`config.mk`:
```
export PLATFORM = sky130hd
export DESIGN_NAME = pmx_port_mux
export DESIGN_NICKNAME = d
export VERILOG_FILES = /design/src/pmx_pkg.sv /design/src/pmx_port_mux.sv /design/src/pmx_pin_cell.sv
export VERILOG_INCLUDE_DIRS = /design/src
export SDC_FILE = /design/constraint.sdc
export NUM_CORES = 1
export LEC_CHECK = 0
export BUFFER_PORTS_ARGS = -buffer_cell sky130_fd_sc_hd__buf_2
export CELL_PAD_IN_SITES_DETAIL_PLACEMENT = 2
export CELL_PAD_IN_SITES_GLOBAL_PLACEMENT = 2
export CORE_ASPECT_RATIO = 1.1
export CORE_MARGIN = 10
export CORE_UTILIZATION = 25
export CTS_CLUSTER_SIZE = 30
export DETAILED_ROUTE_END_ITERATION = 12
export GPL_TIMING_DRIVEN = 0
export PLACE_DENSITY = 0.75
export SLEW_MARGIN = 20
export SYNTH_ARGS = -nofsm -noshare
export SYNTH_HDL_FRONTEND = slang
export SYNTH_HIERARCHICAL = 1
export SYNTH_SLANG_ARGS = --single-unit
export TNS_END_PERCENT = 30
```
`constraint.sdc`:
```
create_clock -name CLK_SYS -period 1.7 [get_ports CLK_SYS]
set_clock_uncertainty 0.05 [all_clocks]
set_input_delay 0.085 -clock CLK_SYS [delete_from_list [all_inputs] [get_ports CLK_SYS]]
set_output_delay 0.085 -clock CLK_SYS [all_outputs]
set_load 0.01 [all_outputs]
```
`src/pmx_regs.svh`:
```
`ifndef PMX_REGS_SVH
`define PMX_REGS_SVH

// ----------------------------------------
// register offsets (word index on the plain port)
// ----------------------------------------
`define PMX_OFF_SEL 4'h0
`define PMX_OFF_PUEN 4'h1
`define PMX_OFF_PDEN 4'h2
`define PMX_OFF_DIR 4'h3
`define PMX_OFF_DOUT 4'h4
`define PMX_OFF_DIN 4'h5
`define PMX_OFF_STRAP 4'h6

// ----------------------------------------
// reset values
// ----------------------------------------
`define PMX_RST_SEL 32'h001F_0000
`define PMX_RST_PUEN 32'hFFFF_FFFF
`define PMX_RST_PDEN 32'h0000_0000
`define PMX_RST_DIR 32'h0000_0000
`define PMX_RST_DOUT 32'h0000_0000

// ----------------------------------------
// strap layout
// ----------------------------------------
`define PMX_STRAP_LSB 2
`define PMX_STRAP_W 4
`define PMX_HOST_W 2
`define PMX_STRAP_MODE_LSB 0
`define PMX_STRAP_HOST_LSB 4
`define PMX_STRAP_SERIAL_BIT 6
`define PMX_STRAP_VALID_BIT 7

// ----------------------------------------
// host strap codes
// ----------------------------------------
`define PMX_HOST_PAR_SLAVE 2'h0
`define PMX_HOST_MASTER 2'h1
`define PMX_HOST_RESERVED 2'h2
`define PMX_HOST_SER_SLAVE 2'h3

// ----------------------------------------
// boot capture count: STRAP_VALID rises one clock after boot_cnt reaches it, five cycles after reset release
// ----------------------------------------
`define PMX_CAPTURE_CYC 3'h4

`endif

```
`src/pmx_pkg.sv`:
```
package pmx_pkg;

    `include "pmx_regs.svh"

    typedef enum logic [1:0] {
        PMX_PAR_SLAVE,
        PMX_MASTER,
        PMX_RESERVED,
        PMX_SER_SLAVE
    } pmx_host_mode_t;

    typedef enum {
        PMX_ST_WAIT,
        PMX_ST_DONE
    } pmx_boot_state_t;

endpackage

```
`src/pmx_port_mux.sv`:
```
`timescale 1ns/1ps
`include "pmx_regs.svh"

// Overview of operation
// [RULE1] every one of the 32 pins has a select bit; set means general-purpose
// [RULE2] select bits 31..21 and 15..0 reset to zero: peripheral functions
// [RULE3] select bits 20..16 reset to one: pins start as general-purpose inputs
// [RULE4] a set select bit overrides both primary and alternate functions
// [RULE5] per-pin pull-up enable, set after reset, cleared to disable
// [RULE6] per-pin pull-down enable, clear after reset, set to enable
// [RULE7] four configuration straps captured at boot and held afterwards
// [RULE8] host strap: 00 parallel slave, 01 master, 10 reserved, 11 serial slave
// [RULE9] in serial slave mode the configuration straps are ignored
// [RULE10] configuration straps sit on port pins 2 to 5, ascending
// [RULE11] general-purpose pins take direction and data from software, input readable

module pmx_port_mux #(
    parameter int N_PINS = 32
) (
    // clock and reset
    input wire logic CLK_SYS,
    input wire logic RST,
    // register port
    input wire logic [3:0] REG_ADDR,
    input wire logic [31:0] REG_WDATA,
    input wire logic REG_WR,
    input wire logic REG_RD,
    output logic [31:0] REG_RDATA,
    // primary and alternate peripherals
    input wire logic [N_PINS-1:0] PRI_OUT,
    input wire logic [N_PINS-1:0] PRI_OE,
    input wire logic [N_PINS-1:0] ALTERNATE_FUNCTION_OUT,
    input wire logic [N_PINS-1:0] ALTERNATE_FUNCTION_OE,
    input wire logic [N_PINS-1:0] ALTERNATE_FUNCTION_SEL,
    output logic [N_PINS-1:0] FUNC_IN,
    // pads
    input wire logic [N_PINS-1:0] PAD_IN,
    output logic [N_PINS-1:0] PAD_OUT,
    output logic [N_PINS-1:0] PAD_OE,
    output logic [N_PINS-1:0] PAD_PULLUP,
    output logic [N_PINS-1:0] PAD_PULLDOWN,
    // host interface strap pins
    input wire logic [1:0] HOST_STRAP_IN,
    // captured boot configuration
    output pmx_pkg::pmx_host_mode_t HOST_MODE,
    output logic [3:0] GENERAL_STRAP_INPUT,
    output logic STRAP_VALID
);
    import pmx_pkg::*;

// ----------------------------------------
// state
// ----------------------------------------
    typedef struct packed {
        logic [N_PINS-1:0] sel;
        logic [N_PINS-1:0] puen;
        logic [N_PINS-1:0] pden;
        logic [N_PINS-1:0] dir;
        logic [N_PINS-1:0] dout;
        logic [N_PINS-1:0] pad_s1;
        logic [N_PINS-1:0] pad_s2;
        logic [1:0] host_s1;
        logic [1:0] host_s2;
        logic [2:0] boot_cnt;
        logic boot_done;
        logic [1:0] host_mode;
        logic [3:0] gen_strap;
        logic [31:0] rdata;
    } pmx_state_t;

    pmx_state_t cur;
    pmx_state_t next_cur;
    pmx_boot_state_t boot_state;
    logic [N_PINS-1:0] strap_lock;
    logic [N_PINS-1:0] func_out;
    logic [N_PINS-1:0] func_oe;
    logic [3:0] strap_levels;
    logic [7:0] strap_word;

// ----------------------------------------
// boot strap capture
// ----------------------------------------
    assign boot_state = cur.boot_done ? PMX_ST_DONE : PMX_ST_WAIT;
    // straps pass the two-stage synchroniser before being caught
    assign strap_levels = cur.pad_s2[`PMX_STRAP_LSB +: `PMX_STRAP_W]; // [RULE10]

    always_comb begin
        strap_lock = '0;
        // strap pins held undriven until capture, so the board straps win
        if (!cur.boot_done) begin
            strap_lock[`PMX_STRAP_LSB +: `PMX_STRAP_W] = '1; // [RULE10]
        end
    end

    assign strap_word = {cur.boot_done,
                         (cur.host_mode == `PMX_HOST_SER_SLAVE),
                         cur.host_mode,
                         cur.gen_strap};

// ----------------------------------------
// next state
// ----------------------------------------
    always_comb begin
        next_cur = cur;
        next_cur.pad_s1 = PAD_IN;
        next_cur.pad_s2 = cur.pad_s1;
        next_cur.host_s1 = HOST_STRAP_IN;
        next_cur.host_s2 = cur.host_s1;
        next_cur.rdata = '0;

        case (boot_state)
            PMX_ST_WAIT: begin
                // wait lets the synchroniser fill with real pin levels
                if (cur.boot_cnt == `PMX_CAPTURE_CYC) begin
                    next_cur.boot_done = 1'b1;
                    next_cur.host_mode = cur.host_s2; // [RULE8]
                    if (cur.host_s2 == `PMX_HOST_SER_SLAVE) begin
                        next_cur.gen_strap = '0; // [RULE9]
                    end else begin
                        next_cur.gen_strap = strap_levels; // [RULE7]
                    end
                end else begin
                    next_cur.boot_cnt = cur.boot_cnt + 3'h1;
                end
            end
            PMX_ST_DONE: begin
                // captured values held until the next reset
                next_cur.boot_cnt = cur.boot_cnt;
            end
            default: begin
                next_cur.boot_done = 1'b0;
            end
        endcase

        if (REG_WR) begin
            case (REG_ADDR)
                `PMX_OFF_SEL: next_cur.sel = REG_WDATA[N_PINS-1:0]; // [RULE1]
                `PMX_OFF_PUEN: next_cur.puen = REG_WDATA[N_PINS-1:0]; // [RULE5]
                `PMX_OFF_PDEN: next_cur.pden = REG_WDATA[N_PINS-1:0]; // [RULE6]
                `PMX_OFF_DIR: next_cur.dir = REG_WDATA[N_PINS-1:0]; // [RULE11]
                `PMX_OFF_DOUT: next_cur.dout = REG_WDATA[N_PINS-1:0]; // [RULE11]
                default: next_cur.sel = cur.sel;
            endcase
        end

        if (REG_RD) begin
            case (REG_ADDR)
                `PMX_OFF_SEL: next_cur.rdata = 32'(cur.sel);
                `PMX_OFF_PUEN: next_cur.rdata = 32'(cur.puen);
                `PMX_OFF_PDEN: next_cur.rdata = 32'(cur.pden);
                `PMX_OFF_DIR: next_cur.rdata = 32'(cur.dir);
                `PMX_OFF_DOUT: next_cur.rdata = 32'(cur.dout);
                `PMX_OFF_DIN: next_cur.rdata = 32'(cur.pad_s2); // [RULE11]
                `PMX_OFF_STRAP: next_cur.rdata = 32'(strap_word);
                default: next_cur.rdata = 32'h0000_0000;
            endcase
        end
    end

// ----------------------------------------
// registers
// ----------------------------------------
    always_ff @(posedge CLK_SYS) begin
        if (RST) begin
            cur <= '0;
            cur.sel <= N_PINS'(`PMX_RST_SEL); // [RULE2] [RULE3]
            cur.puen <= N_PINS'(`PMX_RST_PUEN); // [RULE5]
            cur.pden <= N_PINS'(`PMX_RST_PDEN); // [RULE6]
            cur.dir <= N_PINS'(`PMX_RST_DIR);
            cur.dout <= N_PINS'(`PMX_RST_DOUT);
        end else begin
            cur <= next_cur;
        end
    end

// ----------------------------------------
// per-pin muxing
// ----------------------------------------
    // alternate chosen per pin by its owner peripheral's control
    assign func_out = (ALTERNATE_FUNCTION_SEL & ALTERNATE_FUNCTION_OUT)
                    | (~ALTERNATE_FUNCTION_SEL & PRI_OUT);
    assign func_oe = (ALTERNATE_FUNCTION_SEL & ALTERNATE_FUNCTION_OE)
                   | (~ALTERNATE_FUNCTION_SEL & PRI_OE);

    genvar gi;
    generate
        for (gi = 0; gi < N_PINS; gi = gi + 1) begin : g_pin
            pmx_pin_cell u_cell (
                .sel(cur.sel[gi]),
                .dir(cur.dir[gi]),
                .dout(cur.dout[gi]),
                .strap_lock(strap_lock[gi]),
                .func_out(func_out[gi]),
                .func_oe(func_oe[gi]),
                .pad_out(PAD_OUT[gi]),
                .pad_oe(PAD_OE[gi])
            );
        end
    endgenerate

    // peripherals see nothing from a pin taken for general-purpose use
    assign FUNC_IN = cur.pad_s2 & ~cur.sel; // [RULE4]
    assign PAD_PULLUP = cur.puen; // [RULE5]
    assign PAD_PULLDOWN = cur.pden; // [RULE6]

// ----------------------------------------
// outputs
// ----------------------------------------
    assign REG_RDATA = cur.rdata;
    assign HOST_MODE = pmx_host_mode_t'(cur.host_mode);
    assign GENERAL_STRAP_INPUT = cur.gen_strap;
    assign STRAP_VALID = cur.boot_done;

endmodule

```
`src/pmx_pin_cell.sv`:
```
`timescale 1ns/1ps

module pmx_pin_cell (
    // control
    input wire logic sel,
    input wire logic dir,
    input wire logic dout,
    input wire logic strap_lock,
    // peripheral side
    input wire logic func_out,
    input wire logic func_oe,
    // pad side
    output logic pad_out,
    output logic pad_oe
);

// ----------------------------------------
// one pin: general-purpose path beats peripheral path
// ----------------------------------------
    always_comb begin
        if (strap_lock) begin
            // strap pin stays quiet until its level has been caught
            pad_out = 1'b0;
            pad_oe = 1'b0;
        end else if (sel) begin // [RULE4]
            pad_out = dout; // [RULE11]
            pad_oe = dir; // [RULE11]
        end else begin
            pad_out = func_out;
            pad_oe = func_oe;
        end
    end

endmodule

```
**After elaboration in Yosys (flattened, before gate mapping)**

Cells that the tools add are included.

- Add/subtract/negate cells: 1
- Equality and inequality tests: 11
- Muxes and demuxes: 78
- Bitwise logic cells: 12
- Reduce and logical (&&, ||, !) cells: 11

Operator list:

| cell | number |
|---|---|
| 32-bit one-hot mux with 7 select lines | 1 |
| 32-bit bitwise AND | 5 |
| 1-bit 2-to-1 mux | 73 |
| 32-bit NOT | 2 |
| 32-bit OR | 2 |
| 32-bit zero test | 1 |
| 2-bit AND reduction | 8 |
| 4-bit by 3-bit == test with 1-bit output, second input constant | 3 |
| 4-bit by 2-bit == test with 1-bit output, second input constant | 2 |
| 4-bit 2-to-1 mux | 2 |
| 7-bit 2-to-1 mux | 1 |
| 2-bit == test, second input constant | 2 |
| 4-bit by 1-bit == test with 1-bit output, second input constant | 1 |
| 4-bit zero test | 1 |
| 3-bit by 1-bit adder with 3-bit output, second input constant | 1 |
| 3-bit == test, second input constant | 1 |
| 1-bit NOT | 3 |
| 2-bit != test, second input constant | 1 |
| 1-bit one-hot mux with 2 select lines | 1 |
| 2-bit OR reduction | 1 |
| 1-bit == test, second input constant | 1 |

- Register bits: 270
- Input bits: 234
- Output and inout port bits: 199
- Word-level logic and storage cells: 127

**Logic depth before layout (Yosys ltp)**

- Depth in word-level cells: 5
- Mapped depth: 7

**Cells and area by module**

The synthesis kept the hierarchy.

Modules (own cells, without submodules):

| module | times used | cells an instance | area an instance (µm²) |
|---|---|---|---|
| pmx_port_mux | 1 | 1340 | 11898.9 |
| pmx_pin_cell | 32 | 4 | 27.5 |

**Worst setup path after synthesis**

No wires, ideal clock.

- Kind: input -> register
- Start: input port REG_ADDR[2]
- End: register cur (netlist bit REG_RDATA[22])
- Setup time: 0.128 ns
- Arrival time: 1.155 ns
- Slack: 0.367 ns
- Stages on the path: 5
- Path buffers: 2
- Path through: buf_6 -> buf_2 -> mux4_2 -> a22oi_1 -> nor2_1

- Cells in the longest elaborated chain, start to end: 2
- Elaborated cells between the ends (all ways): 8
- Classes of those cells: eq/ne: 6; mux: 1; reduce/logical: 1

Ends and longest elaborated chain:

| item | RTL line | source |
|---|---|---|
| start, declared | pmx_port_mux.sv:24 | `input wire logic [3:0] REG_ADDR,` |
| 4-bit by 3-bit == test with 1-bit output (tied with other cells) | pmx_port_mux.sv:147 | `case (REG_ADDR)` |
| 32-bit one-hot mux with 7 select lines * | pmx_port_mux.sv:147 |  |
| end signal, assigned | pmx_port_mux.sv:172 | `cur <= next_cur;` |
| end, declared | pmx_port_mux.sv:71 | `pmx_state_t cur;` |

Every way passes the cells marked *; elsewhere a longest branch is shown, timed or not.
A chain may end at the register's enable or synchronous reset.

**Worst setup path in the final report**

- Start: register cur[267] (netlist name)
- End: output port PAD_OE[29]

- Cells in the longest elaborated chain, start to end: 1

Ends and longest elaborated chain:

| item | RTL line | source |
|---|---|---|
| 1-bit 2-to-1 mux | pmx_pin_cell.sv:25 | `end else if (sel) begin` |
| end, declared | pmx_port_mux.sv:39 | `output logic [N_PINS-1:0] PAD_OE,` |

No other way between the ends.

==> results.cfg <==
[sta]
timing.final.crit_share_pct = 97.5
layout_min_cycle_time_ns = 1.66
rsz0062_at_grt = yes
max_slew_margin_pct = 31.3
setup_viol = 0
fmax_mhz = 603
slew_viol_final = 0
final-hold-violation-count = 0
worst_pin_slew_ns = 1.02

[layout]
final_common_cell = buf_2
drive_gt1_share_pct = 35.9
syn_to_final_growth_pct = 40.0
fill_cells = 5737
antennaDiodeCount = 0
stdcell_count = 2749
nNetsFinal = 2299
most-common-layout-cells = buf_2, nand2_1, dfxtp_1, a21oi_1, nor2b_1

[grt]
grt_max_degree = 12
track_usage_pct = 21.6
antenna_found_initial = 4
grt-ovfl-total = 0
grt_pass1_wl_um = 98300
grt_pass1_vias = 14760

[routing]
drtIter0Drc = 560
ant_nets = 0
vias = 12910
viasPerCell = 4.70
drcViolationCount = 0
wl_per_cell_um = 24.7
drt-total-wl_um = 68000
dr.pass1.iters = 5

[power]
ir_drop_mv = 0.451
power_uw = 16300
cellPowerDensity_nw_per_um2 = 914
p_leak_uw = 0.00786

[clock_network]
cts_buffers = 35
cts_tree = yes
clockRootBuffer = clkbuf_16
cts.sinks = 270
htreeDepth = 2
clkTransAtPathRegs_ns = 0.06
clk_latency_ns = 0.55
cts_max_path_buffers = 3

[critical_path]
max_stage_delay_ns = 0.48
critPathMaxFanout = 5
reg2reg_from = cur[39]$_SDFFE_PP0P_
r2r-end = GENERAL_STRAP_INPUT[2]$_SDFFE_PP0P_
crit_type = flop to output port
reg2reg_slack_ns = 0.17
cpMaxStageDelayCell = dfxtp_1
crit_path_end_kind = output port
cp-start-kind = flop
worst_r2r_path_depth = 6
crit_path_cell_trace = mux2i_1 -> nor2_1 -> buf_2
worstPathArrival_ns = 1.52
required_ns = 1.56

[place]
io_buffers = 431
dp_cells = 2614
dpl.hpwl_um = 50800
gp_congestion = 0.832

[floorplanning]
core_um2 = 50400
rows = 86
io-pin-count = 433
fp.dieH_um = 257
initial_core_util_pct = 25.4
die_w_um = 236
die_area_um2 = 60600

[worst_hold_path]
holdCritStartpoint = REG_ADDR[1]
hold_end = cur[142]$_SDFFE_PP0P_
hold_class = primary input to flop
hold_path_depth = 5

[logic_synthesis]
synth_top_area_share_pct = 42.3
async_reset_ff_share_pct = 0
yosys_most_used_dff = dfxtp_1
synth_area_um2 = 12800
synth.top_cells.by_area = dfxtp_1, nand2_1, mux2_2, buf_4, a21oi_1
ys_types = 40
avgSynthCellArea_um2 = 8.71
yosysTopAreaCell = dfxtp_1
synthCells = 1468
ys_warn_count = 6
ys_seq_elements = 270
ys_seq_area_share_pct = 42.3
synth-edff-count = 0

[outcome]
outcome = finished clean

[job]
cap_viol_max_count = 0
-- kinds of logic (layout without fill, tap and decap cells) --
logic type / count (synthesis) / in the layout / share of synthesized area, %
AO/OA/AOI/OAI: 216 / 216 / 10.3
XOR/XNOR: 1 / 1 / 0.0685
adder cells (fa/ha/maj): 2 / 2 / 0.196
buffers and inverters: 193 / 759 / 9.41
flip-flops: 270 / 270 / 42.3
multiplexers: 174 / 174 / 15.7
other: 1 / 56 / 0.0293
AND/OR/NAND/NOR: 611 / 611 / 22.0
-- power by group --
| part | total (µW) | internal [µW] | switching (µW) |
|---|---|---|---|
| logic | 2130 | 946 | 1180 |
| registers | 6640 | 6500 | 136 |
| clock network | 7570 | 4600 | 2980 |
-- area by class of cell --
| type | instances | area, µm² | share of cell area, % |
|---|---|---|---|
| Multi-Input combinational cell | 1060 | 6400 | 35.8 |
| Buffer | 188 | 1180 | 6.62 |
| Tap cell | 660 | 826 | 4.62 |
| Timing Repair Buffer | 503 | 2870 | 16.0 |
| Sequential cell | 270 | 5420 | 30.3 |
| Clock buffer | 56 | 1060 | 5.95 |
| Inverter | 5 | 22.5 | 0.126 |
| Clock inverter | 7 | 96.3 | 0.539 |
-- stage by stage --
| step | setup WS (ns) | area (µm²) | hold WS, ns | utilization (%) | TNS [ns] |
|---|---|---|---|---|---|
| global placement | -0.534 | 16000 | 0.246 | 31.7 | -58.56 |
| detailed placement | -0.539 | 16000 | 0.250 | 31.7 | -63.68 |
| finish | 0.0417 | 17900 | 0.0347 | 35.5 | 0 |
| floorplan | 0.367 | 13000 | 0.156 | - | 0 |
| global route | -0.0151 | 17900 | 0.0653 | 35.5 | -0.0487 |
| CTS | 0.00858 | 17900 | 0.00102 | 35.5 | 0 |
-- cell usage after synthesis, types with 12 or more instances --
cell and n:
a221oi_1 12, mux2_2 89, buf_2 22, a21oi_1 146
mux4_2 12, nand2_1 348, a22oi_1 16, mux2i_1 73
buf_4 106, nand3b_1 37, clkbuf_1 49, a22o_1 26
nor2_1 85, dfxtp_1 270, nor2b_1 112
-- worst max-delay path, delay by kind of cell (launching register included) --
family | cells | cell delay (ns)
AND/OR/NAND/NOR | 1 | 0.08
buffers and inverters | 1 | 0.15
multiplexers | 1 | 0.28
flip-flops | 1 | 0.48
-- sequential cells by signal (all words and copies together) (netlist names) --
name / cells
HOST_MODE: 2
PAD_PULLUP: 32
STRAP_VALID: 1
PAD_PULLDOWN: 32
GENERAL_STRAP_INPUT: 4
REG_RDATA: 32
cur: 167
-- what timing repair did --
| action | 4_1_cts | 5_1_grt |
|---|---|---|
| resized for setup | 8 | 12 |
| hold buffers | 69 | 0 |
| endpoints found under the setup margin | 15 | 18 |
| setup buffers | 2 | 1 |
| hold endpoints to repair | 198 | 0 |
| gates cloned | 0 | 0 |
-- how the worst max path moves through the flow --
stage               slack, ns  cells after the start                       end                  start
CTS                     0.009                      3                PAD_OE[20]  cur[258]$_SDFFE_PP1P_
detailed placement      -0.54                      6   REG_RDATA[4]$_SDFF_PP0_            REG_ADDR[2]
global route            -0.02                      6   REG_RDATA[3]$_SDFF_PP0_            REG_ADDR[2]
floorplan                0.37                      5  REG_RDATA[22]$_SDFF_PP0_            REG_ADDR[2]
finish                   0.04                      3                PAD_OE[29]  cur[267]$_SDFFE_PP0P_
global placement        -0.53                      6  REG_RDATA[26]$_SDFF_PP0_            REG_ADDR[2]
-- routing by layer --
metal	routed length, µm	global-route usage, %
met4	1600	6.45
met3	3290	4.57
met2	35600	40.0
met5	41	0
met1	27400	24.1
Note: power is estimated with default switching activity, not from simulation.
